===== config.mk =====
export PLATFORM = sky130hd
export DESIGN_NAME = fcb_builder
export DESIGN_NICKNAME = d
export VERILOG_FILES = /design/src/logic/fcb_pkg.sv /design/src/logic/fcb_builder.sv /design/src/logic/fcb_pair_buf.sv
export SDC_FILE = /design/constraint.sdc
export NUM_CORES = 1
export LEC_CHECK = 0
export ABC_CLOCK_PERIOD_IN_PS = 11490
export BUFFER_PORTS_ARGS = -buffer_cell sky130_fd_sc_hd__buf_2
export CORE_AREA = 2 2 219 221
export DETAILED_ROUTE_END_ITERATION = 12
export DIE_AREA = 0 0 221 223
export HOLD_SLACK_MARGIN = 0.03
export PLACE_DENSITY = 0.5
export SYNTH_ARGS = -nofsm -noshare
export SYNTH_HDL_FRONTEND = slang
export SYNTH_SLANG_ARGS = --single-unit

===== constraint.sdc =====
create_clock -name i_sys_clk -period 11.49 [get_ports i_sys_clk]
set_input_delay 3.447 -clock i_sys_clk [delete_from_list [all_inputs] [get_ports i_sys_clk]]
set_output_delay 3.447 -clock i_sys_clk [all_outputs]
set_load 0.03 [all_outputs]

===== src/logic/fcb_pkg.sv =====
package fcb_pkg;

	// ----------------------------------------------------------------
	// object tags
	// ----------------------------------------------------------------
	localparam logic [7:0] TAG_TEMPLATE    = 8'h62;
	localparam logic [7:0] TAG_DESC        = 8'h82;
	localparam logic [7:0] TAG_FID         = 8'h83;
	localparam logic [7:0] TAG_NAME        = 8'h84;
	localparam logic [7:0] TAG_PROP        = 8'ha5;
	localparam logic [7:0] TAG_LCSI        = 8'h8a;
	localparam logic [7:0] TAG_SEC_EXP     = 8'h8b;
	localparam logic [7:0] TAG_SEC_COMPACT = 8'h8c;
	localparam logic [7:0] TAG_SEC_REF     = 8'hab;
	localparam logic [7:0] TAG_SIZE        = 8'h80;
	localparam logic [7:0] TAG_TOTAL       = 8'h81;
	localparam logic [7:0] TAG_SFN         = 8'h88;

	// ----------------------------------------------------------------
	// fixed lengths and values
	// ----------------------------------------------------------------
	localparam logic [4:0] DESC_LEN_SHORT  = 5'h02;
	localparam logic [4:0] DESC_LEN_REC    = 5'h05;
	localparam logic [7:0] DATA_CODING     = 8'h21;
	localparam logic [4:0] FID_LEN         = 5'h02;
	localparam logic [4:0] ONE_LEN         = 5'h01;
	localparam logic [4:0] NAME_MAX        = 5'h10;
	localparam logic [4:0] VAL_MAX         = 5'h10;
	localparam logic [7:0] REC_CNT_MAX     = 8'hfe;
	localparam int         SFN_POS         = 3;

	// ----------------------------------------------------------------
	// descriptor byte fields and file kinds
	// ----------------------------------------------------------------
	localparam int         DESC_SHARE_BIT  = 6;
	localparam logic [2:0] DT_WORKING      = 3'h0;
	localparam logic [2:0] DT_INTERNAL     = 3'h1;
	localparam logic [2:0] DT_ALL_ONES     = 3'h7;
	localparam logic [2:0] DS_DIRECTORY    = 3'h0;
	localparam logic [2:0] DS_TAGGED       = 3'h1;
	localparam logic [2:0] FK_NONE         = 3'h0;
	localparam logic [2:0] FK_TRANSP       = 3'h1;
	localparam logic [2:0] FK_LINEAR       = 3'h2;
	localparam logic [2:0] FK_CYCLIC       = 3'h6;
	localparam logic [2:0] FK_TAGGED       = 3'h7;
	localparam logic [1:0] SEC_SEL_EXP     = 2'h0;
	localparam logic [1:0] SEC_SEL_COMPACT = 2'h1;
	localparam logic [1:0] SEC_SEL_REF     = 2'h2;

	typedef enum logic [3:0] {
		OB_WRAP  = 4'h0,
		OB_DESC  = 4'h1,
		OB_FID   = 4'h2,
		OB_NAME  = 4'h3,
		OB_PROP  = 4'h4,
		OB_LCSI  = 4'h5,
		OB_SEC   = 4'h6,
		OB_SIZE  = 4'h7,
		OB_TOTAL = 4'h8,
		OB_SFN   = 4'h9,
		OB_END   = 4'ha
	} fcb_obj_t;

	typedef enum logic [0:0] {
		ST_IDLE = 1'b0,
		ST_RUN  = 1'b1
	} fcb_state_t;

endpackage

===== src/logic/fcb_builder.sv =====
`timescale 1ns/1ps
module fcb_builder #(
	parameter int SZ_BYTES = 2
) (
	input  wire logic                  i_sys_clk,
	input  wire logic                  i_nrst,
	input  wire logic                  i_start,
	input  wire logic                  i_dir_sel,
	input  wire logic                  i_shareable,
	input  wire logic                  i_internal,
	input  wire logic [2:0]            i_file_kind,
	input  wire logic [15:0]           i_file_id,
	input  wire logic [7:0]            i_rec_len,
	input  wire logic [7:0]            i_rec_cnt,
	input  wire logic [8*SZ_BYTES-1:0] i_body_len,
	input  wire logic [8*SZ_BYTES-1:0] i_obj_mem,
	input  wire logic [8*SZ_BYTES-1:0] i_struct_ovh,
	input  wire logic [8*SZ_BYTES-1:0] i_resv_unused,
	input  wire logic [8*SZ_BYTES-1:0] i_child_total,
	input  wire logic [8*SZ_BYTES-1:0] i_avail_mem,
	input  wire logic [4:0]            i_app_id_len,
	input  wire logic [127:0]          i_app_id,
	input  wire logic [4:0]            i_prop_len,
	input  wire logic [127:0]          i_prop_data,
	input  wire logic [7:0]            i_lcsi,
	input  wire logic [1:0]            i_sec_sel,
	input  wire logic [4:0]            i_sec_len,
	input  wire logic [127:0]          i_sec_data,
	input  wire logic                  i_total_en,
	input  wire logic                  i_sfn_en,
	input  wire logic [4:0]            i_sfn,
	output logic                       o_valid,
	output logic [7:0]                 o_byte,
	output logic                       o_last,
	input  wire logic                  i_ready,
	output logic                       o_busy,
	output logic                       o_err
);
	localparam int SZ_W = 8 * SZ_BYTES;

	// ----------------------------------------------------------------
	// state
	// ----------------------------------------------------------------
	fcb_pkg::fcb_state_t st_r;
	fcb_pkg::fcb_state_t st_nxt;
	fcb_pkg::fcb_obj_t   obj_r;
	fcb_pkg::fcb_obj_t   obj_nxt;
	fcb_pkg::fcb_obj_t   nxt_obj;
	logic [4:0]          bi_r;
	logic [4:0]          bi_nxt;
	logic                busy_r;
	logic                err_r;
	logic                buf_ready;
	logic [4:0]          vlen_a [0:10];
	logic [7:0]          tag_a  [0:10];
	logic [127:0]        vec_a  [0:10];
	logic [10:0]         pres;
	logic [7:0]          tpl_len;

	// ----------------------------------------------------------------
	// size computation
	// ----------------------------------------------------------------
	wire is_rec   = (i_file_kind == fcb_pkg::FK_LINEAR) || (i_file_kind == fcb_pkg::FK_CYCLIC);
	wire is_tag   = (i_file_kind == fcb_pkg::FK_TAGGED);
	wire is_trn   = (i_file_kind == fcb_pkg::FK_TRANSP);
	wire [15:0] rec_prod = 16'(i_rec_len * i_rec_cnt);
	wire [SZ_W-1:0] file_size = is_rec ? SZ_W'(rec_prod) :
		is_tag ? i_obj_mem : i_body_len;
	wire [SZ_W-1:0] total_ef = is_tag ?
		SZ_W'(file_size + i_struct_ovh + i_resv_unused) :
		SZ_W'(file_size + i_struct_ovh);
	wire [SZ_W-1:0] total_dir = SZ_W'(i_child_total + i_avail_mem);
	wire [SZ_W-1:0] total_size = i_dir_sel ? total_dir : total_ef;

	// ----------------------------------------------------------------
	// descriptor byte
	// ----------------------------------------------------------------
	wire [2:0] desc_type = (i_dir_sel || is_tag) ? fcb_pkg::DT_ALL_ONES :
		(i_internal ? fcb_pkg::DT_INTERNAL : fcb_pkg::DT_WORKING);
	wire [2:0] desc_struct = i_dir_sel ? fcb_pkg::DS_DIRECTORY :
		(is_tag ? fcb_pkg::DS_TAGGED : i_file_kind);
	wire [7:0] desc_byte = {1'b0, i_shareable, desc_type, desc_struct};
	wire rec_here = is_rec && !i_dir_sel;

	// ----------------------------------------------------------------
	// refusal of inputs that cannot be coded
	// ----------------------------------------------------------------
	wire kind_bad = !i_dir_sel && !(is_rec || is_tag || is_trn ||
		(i_file_kind == fcb_pkg::FK_NONE));
	wire rec_bad  = rec_here && ((i_rec_len == 8'h00) || (i_rec_cnt == 8'h00) ||
		(i_rec_cnt > fcb_pkg::REC_CNT_MAX));
	wire sec_bad  = (i_sec_sel > fcb_pkg::SEC_SEL_REF) || (i_sec_len == 5'h00) ||
		(i_sec_len > fcb_pkg::VAL_MAX);
	wire name_bad = i_dir_sel && (i_app_id_len > fcb_pkg::NAME_MAX);
	wire prop_bad = i_prop_len > fcb_pkg::VAL_MAX;
	wire req_bad  = kind_bad || rec_bad || sec_bad || name_bad || prop_bad;
	wire accept   = (st_r == fcb_pkg::ST_IDLE) && i_start && !req_bad;
	wire refuse   = (st_r == fcb_pkg::ST_IDLE) && i_start && req_bad;

	// ----------------------------------------------------------------
	// object table
	// ----------------------------------------------------------------
	assign pres[fcb_pkg::OB_WRAP]  = 1'b1;
	assign pres[fcb_pkg::OB_DESC]  = 1'b1;
	assign pres[fcb_pkg::OB_FID]   = 1'b1;
	assign pres[fcb_pkg::OB_NAME]  = i_dir_sel && (i_app_id_len != 5'h00);
	assign pres[fcb_pkg::OB_PROP]  = i_prop_len != 5'h00;
	assign pres[fcb_pkg::OB_LCSI]  = 1'b1;
	assign pres[fcb_pkg::OB_SEC]   = 1'b1;
	assign pres[fcb_pkg::OB_SIZE]  = !i_dir_sel;
	assign pres[fcb_pkg::OB_TOTAL] = i_total_en;
	assign pres[fcb_pkg::OB_SFN]   = !i_dir_sel && i_sfn_en;
	assign pres[fcb_pkg::OB_END]   = 1'b0;

	assign vlen_a[0]  = 5'h00;
	assign vlen_a[1]  = rec_here ? fcb_pkg::DESC_LEN_REC : fcb_pkg::DESC_LEN_SHORT;
	assign vlen_a[2]  = fcb_pkg::FID_LEN;
	assign vlen_a[3]  = i_app_id_len;
	assign vlen_a[4]  = i_prop_len;
	assign vlen_a[5]  = fcb_pkg::ONE_LEN;
	assign vlen_a[6]  = i_sec_len;
	assign vlen_a[7]  = 5'(SZ_BYTES);
	assign vlen_a[8]  = 5'(SZ_BYTES);
	assign vlen_a[9]  = fcb_pkg::ONE_LEN;
	assign vlen_a[10] = 5'h00;

	wire [7:0] sec_tag = (i_sec_sel == fcb_pkg::SEC_SEL_EXP) ? fcb_pkg::TAG_SEC_EXP :
		(i_sec_sel == fcb_pkg::SEC_SEL_COMPACT) ? fcb_pkg::TAG_SEC_COMPACT :
		fcb_pkg::TAG_SEC_REF;
	assign tag_a[0]  = fcb_pkg::TAG_TEMPLATE;
	assign tag_a[1]  = fcb_pkg::TAG_DESC;
	assign tag_a[2]  = fcb_pkg::TAG_FID;
	assign tag_a[3]  = fcb_pkg::TAG_NAME;
	assign tag_a[4]  = fcb_pkg::TAG_PROP;
	assign tag_a[5]  = fcb_pkg::TAG_LCSI;
	assign tag_a[6]  = sec_tag;
	assign tag_a[7]  = fcb_pkg::TAG_SIZE;
	assign tag_a[8]  = fcb_pkg::TAG_TOTAL;
	assign tag_a[9]  = fcb_pkg::TAG_SFN;
	assign tag_a[10] = 8'h00;

	// values packed most significant byte first
	assign vec_a[0]  = 128'h0;
	assign vec_a[1]  = {desc_byte, fcb_pkg::DATA_CODING, 8'h00, i_rec_len, i_rec_cnt,
		88'h0};
	assign vec_a[2]  = {i_file_id, 112'h0};
	assign vec_a[3]  = i_app_id;
	assign vec_a[4]  = i_prop_data;
	assign vec_a[5]  = {i_lcsi, 120'h0};
	assign vec_a[6]  = i_sec_data;
	assign vec_a[7]  = {file_size, {(128 - SZ_W){1'b0}}};
	assign vec_a[8]  = {total_size, {(128 - SZ_W){1'b0}}};
	assign vec_a[9]  = {i_sfn, 3'h0, 120'h0};
	assign vec_a[10] = 128'h0;

	always_comb begin
		tpl_len = 8'h00;
		for (int k = 1; k < 10; k++) begin
			if (pres[k]) begin
				tpl_len = tpl_len + 8'(vlen_a[k]) + 8'h02;
			end
		end
	end

	always_comb begin
		nxt_obj = fcb_pkg::OB_END;
		for (int k = 10; k >= 1; k--) begin
			if ((4'(k) > obj_r) && pres[k]) begin
				nxt_obj = fcb_pkg::fcb_obj_t'(4'(k));
			end
		end
	end

	// ----------------------------------------------------------------
	// byte selection and stepping
	// ----------------------------------------------------------------
	wire [4:0]   cur_vlen = vlen_a[obj_r];
	wire [127:0] vshift   = vec_a[obj_r] << {bi_r - 5'h02, 3'h0};
	wire [7:0]   len_byte = (obj_r == fcb_pkg::OB_WRAP) ? tpl_len : 8'(cur_vlen);
	wire [7:0]   cur_byte = (bi_r == 5'h00) ? tag_a[obj_r] :
		(bi_r == 5'h01) ? len_byte : vshift[127:120];
	wire         obj_last = bi_r == 5'(cur_vlen + 5'h01);
	wire         run      = st_r == fcb_pkg::ST_RUN;
	wire         push     = run && buf_ready;
	wire         end_byte = obj_last && (nxt_obj == fcb_pkg::OB_END);

	always_comb begin
		st_nxt  = st_r;
		obj_nxt = obj_r;
		bi_nxt  = bi_r;
		case (st_r)
			fcb_pkg::ST_IDLE: begin
				if (accept) begin
					st_nxt  = fcb_pkg::ST_RUN;
					obj_nxt = fcb_pkg::OB_WRAP;
					bi_nxt  = 5'h00;
				end
			end
			fcb_pkg::ST_RUN: begin
				if (push && obj_last) begin
					obj_nxt = nxt_obj;
					bi_nxt  = 5'h00;
					if (end_byte) begin
						st_nxt = fcb_pkg::ST_IDLE;
					end
				end else if (push) begin
					bi_nxt = bi_r + 5'h01;
				end
			end
			default: begin
				st_nxt = fcb_pkg::ST_IDLE;
			end
		endcase
	end

	always_ff @(posedge i_sys_clk) begin
		if (!i_nrst) begin
			st_r   <= fcb_pkg::ST_IDLE;
			obj_r  <= fcb_pkg::OB_WRAP;
			bi_r   <= 5'h00;
			busy_r <= 1'b0;
			err_r  <= 1'b0;
		end else begin
			st_r   <= st_nxt;
			obj_r  <= obj_nxt;
			bi_r   <= bi_nxt;
			busy_r <= st_nxt == fcb_pkg::ST_RUN;
			err_r  <= refuse;
		end
	end

	assign o_busy = busy_r;
	assign o_err  = err_r;

	fcb_pair_buf #(
		.W (9)
	) u_buf (
		.i_sys_clk   (i_sys_clk),
		.i_nrst      (i_nrst),
		.i_in_valid  (run),
		.i_in_data   ({end_byte, cur_byte}),
		.o_in_ready  (buf_ready),
		.o_out_valid (o_valid),
		.o_out_data  ({o_last, o_byte}),
		.i_out_ready (i_ready)
	);
endmodule


===== src/logic/fcb_pair_buf.sv =====
`timescale 1ns/1ps
// two-entry buffer; output side registered
module fcb_pair_buf #(
	parameter int W = 9
) (
	input  wire logic         i_sys_clk,
	input  wire logic         i_nrst,
	input  wire logic         i_in_valid,
	input  wire logic [W-1:0] i_in_data,
	output logic              o_in_ready,
	output logic              o_out_valid,
	output logic      [W-1:0] o_out_data,
	input  wire logic         i_out_ready
);
	logic         v0_r;
	logic         v1_r;
	logic [W-1:0] d0_r;
	logic [W-1:0] d1_r;
	logic         v0_nxt;
	logic         v1_nxt;
	logic [W-1:0] d0_nxt;
	logic [W-1:0] d1_nxt;
	wire          pop  = v0_r & i_out_ready;
	wire          push = i_in_valid & ~v1_r;

	assign o_in_ready  = ~v1_r;
	assign o_out_valid = v0_r;
	assign o_out_data  = d0_r;

	always_comb begin
		v0_nxt = v0_r;
		v1_nxt = v1_r;
		d0_nxt = d0_r;
		d1_nxt = d1_r;
		if (pop) begin
			d0_nxt = v1_r ? d1_r : i_in_data;
			v0_nxt = v1_r | push;
			if (v1_r && push) begin
				d1_nxt = i_in_data;
			end else begin
				v1_nxt = 1'b0;
			end
		end else if (push) begin
			if (!v0_r) begin
				d0_nxt = i_in_data;
				v0_nxt = 1'b1;
			end else begin
				d1_nxt = i_in_data;
				v1_nxt = 1'b1;
			end
		end
	end

	always_ff @(posedge i_sys_clk) begin
		if (!i_nrst) begin
			v0_r <= 1'b0;
			v1_r <= 1'b0;
			d0_r <= '0;
			d1_r <= '0;
		end else begin
			v0_r <= v0_nxt;
			v1_r <= v1_nxt;
			d0_r <= d0_nxt;
			d1_r <= d1_nxt;
		end
	end
endmodule


==> metrics.md <==
| Metric | Value |
|---|---|
| Hold Slack | 473 ps |
| Internal | 0.747 mW |
| Vias per cell | 5.74 |
| First-pass GRT wire length | 104000 µm |
| Worst-margin pin slew | 1330 ps |
| Post-synthesis mux area share | 18.3% |
| Worst reg2reg path depth | 11 |
| Detailed Route WL | 73000 µm |
| Status | completed |
| Clock Path Buffers | 2 |
| Total chip power | 1.50 mW |
| Antenna violations before repair | 22 |
| Post-Synth XOR/XNOR Area | 4.37% |
| Sw frac | 50.2% |
| # setup viols final | 0 |
| Min Tclk post-route | 10340 ps |
| Worst-path fanout max | 11 |
| Largest family of logic cells by synthesized area | compound AO/OA/AOI/OAI gates |
| IO Count | 566 |
| TritonCTS buffer count | 5 |
| Share of cells above drive strength 1 | 33.6% |
| Dpl ws | 1030 ps |
| HPWL Detailed | 61300 µm |
| Distinct cells, synth | 92 |
| RR Endpoint | u_buf.d1_r[4] |
| CTS tree | done |
| Power Dens Cells | 91.6 mW/mm² |
| Post-synth ARST share | 0% |
| Number of synthesized flops with an enable pin | 0 |
| Post-Synth Simple-Gate Area | 18.5% |
| CTS hold repair buffers | 0 |
| Syn_area_per_cell | 7.81 µm² |
| CP Class | in2reg |
| Clock share of power | 10.6% |
| Reg2reg setup slack | 6980 ps |
| Peak supply drop | 0.0000501 V |
| Flops & latches, synth | 31 |
| Leakage | 7.22 nW |
| Fmax | 96.7 MHz |
| GR Overflow Total | 0 |
| Drt drc | 0 |
| Die Ht | 223 µm |
| Clk sink count | 31 |
| Pins Over Slew Limit | 0 |
| Post_cts resized | 0 |
| Hold worst-path end | u_buf.d1_r[3] |
| Vias | 15800 |
| Reg clk slew, reported paths | 60 ps |
| Syn nets | 2367 |
| Die W | 221 µm |
| Worst setup EP type | register |
| Post-route ant nets | 0 |
| Logic pwr share | 81.9% |
| Slew margin rel. | 10.3% |
| Crit path from | i_rec_cnt[2] |
| CTS root buf | clkbuf_16 |
| Core Footprint | 0.0471 mm² |
| Die ar. | 0.0493 mm² |
| Yosys Warn Count | 0 |
| Adder-cell share of the synthesized area | 18.5% |
| Required time of the critical path | 11720 ps |
| Insertion delay to the later sink of the worst-skew pair | 280 ps |
| GPL Wtd Cong | 0.958 |
| RSZ-0062 raised after global routing | false |
| Initial core utilization | 27.3% |
| Setup TNS | 0 ps |
| Fin crit share | 90.0% |
| Worst clock skew | 5.57 ps |
| Register area share after synthesis | 4.82% |
| Total track usage | 28.2% |
| IO buf count | 565 |
| Fin. Hold Viols | 0 |
| Initial DRC Count | 1354 |
| Post-CTS setup buffers | 0 |
| Sw Pwr | 0.753 mW |
| WL/cell | 26.5 µm |
| Ys flop type | dfxtp_1 |
| Hold Path Class | reg2reg |
| First-pass DRT Iterations | 6 |
| Hold path start | u_buf.d1_r[3] |
| Max Cap Violations | 0 |
| Hold path cells | 2 |
| Critical path data arrival time | 10570 ps |
| Synthesized area | 0.0129 mm² |
| CTS H-tree lvls | 2 |
| FF-to-FF Start | obj_r[1] |
| Largest net degree at the start of global routing | 62 |
| Row cnt | 80 |
| Setup crit start kind | input pin |
| Synth Instances | 1648 |
| Vias in the first global route | 15500 |
| Compound-Gate Fraction of Synth Area | 28.5% |
| Final nets | 2852 |
| Reg power frac | 7.5% |
| Setup WS post-layout | 1150 ps |
| Synth-to-Final Area Change | 27.3% |
through the flow:
stage / util, % / cell area (µm²) / instances
2_1_floorplan: - / 12900 / 1648
3_3_place_gp: 34.3 / 16200 / 2741
3_5_place_dp: 34.3 / 16200 / 2741
4_1_cts: 34.7 / 16400 / 2749
5_1_grt: 34.7 / 16400 / 2754
6_report: 34.7 / 16400 / 2758
per-layer routing:
| layer | track usage, % | wire [µm] |
|---|---|---|
| met5 | 0 | 141 |
| met1 | 37.8 | 31000 |
| met2 | 44.5 | 32600 |
| met4 | 8.05 | 2280 |
| met3 | 7.34 | 7060 |
cells by family (layout without fill, tap and decap cells):
logic type	Yosys count	in the layout
buffers and inverters	221	707
adders and majority gates	165	165
and+or+nand+nor	472	472
other	0	9
DFF	31	31
AOI/OAI and AO/OA	547	547
muxes	151	151
xor gates and xnor gates	61	61
flip-flops by register name, summed over array words and instances, names as in the netlist:
| signal | flops |
|---|---|
| u_buf.d1_r | 9 |
| u_buf.o_out_data | 9 |
| bi_r | 5 |
| obj_r | 4 |
| o_busy | 1 |
| o_err | 1 |
| u_buf.o_out_valid | 1 |
| u_buf.v1_r | 1 |
cells in the mapped netlist, types with 12 or more instances:
master    count  area (µm²)
dfxtp_1      31         621
a211oi_1     34         255
and2_1       62         388
nor2_1       97         364
o21ai_0     130         651
xor2_1       25         219
nor4_1       16         100
ha_1        123        1540
a21o_1       15         113
inv_1       107         402
o21a_1       20         150
mux2i_1      54         541
nand3_1      31         155
o31ai_1      12        90.1
a21oi_1     106         531
a221oi_1     22         193
nand2_1     135         507
nand2b_1     12        75.1
o22ai_1      22         138
clkbuf_1     80         300
mux4_2       64        1440
fa_1         42         841
nor2b_1      18         113
xnor2_1      34         298
a221o_1      16         160
nand4_1      12        75.1
a31oi_1      25         156
mux2_2       32         360
o211ai_1     18         135
or3_1        12        75.1
nor3_1       29         145
power groups by stage:
stage | Sequential [mW] | Clock, mW | Combinational [mW]
final | 0.113 | 0.158 | 1.23
after detailed placement | 0.115 | 0 | 1.21
after CTS | 0.113 | 0.160 | 1.22
after floorplan | 0.118 | 0 | 0.849
after global placement | 0.115 | 0 | 1.20
after global routing | 0.113 | 0.166 | 1.36
worst max-delay path by stage:
| stage | endpoint | cells past startpoint |
|---|---|---|
| final | u_buf.o_out_data[1] | 27 |
| after global routing | u_buf.o_out_data[1] | 26 |
| after CTS | u_buf.o_out_data[1] | 26 |
| after detailed placement | u_buf.o_out_data[1] | 26 |
| after global placement | u_buf.o_out_data[7] | 28 |
| after floorplan | u_buf.o_out_data[7] | 29 |
cell usage in the layout (no fill, tap or decap), drive strengths merged, types with 34 or more instances in the layout:
| cell type | count |
|---|---|
| ha | 123 |
| inv | 107 |
| nor2 | 98 |
| mux2i | 54 |
| o21ai | 134 |
| xnor2 | 34 |
| a21oi | 107 |
| nand2 | 135 |
| fa | 42 |
| and2 | 63 |
| mux4 | 64 |
| a211oi | 34 |
| buf | 590 |
worst max-delay path, cell delays in order:
cell	delay, ps
buf_2	170
and2_1	190
fa_1	440
fa_1	440
ha_1	280
inv_1	50
fa_1	470
inv_1	40
ha_1	340
xor2_1	210
nor2_1	60
a31oi_1	280
ha_1	330
o2111a_1	200
o31a_1	320
nor2_1	250
ha_1	340
a2111oi_0	500
o21ai_0	250
a21o_1	210
a21oi_1	170
xor2_1	90
a221oi_1	330
o21ai_0	190
a221o_1	440
a211oi_1	290
o221a_2	230
area by class of cell:
cell class,instances,area (µm²)
clock buffer,6,139
antenna,9,22.5
clock inverter,2,35.0
multi-input combinational,1396,11400
sequential,31,631
fill,5135,30800
inverter,109,409
tap,615,769
timing repair buffer,590,3020
Note: power is estimated with default switching activity, not from simulation.
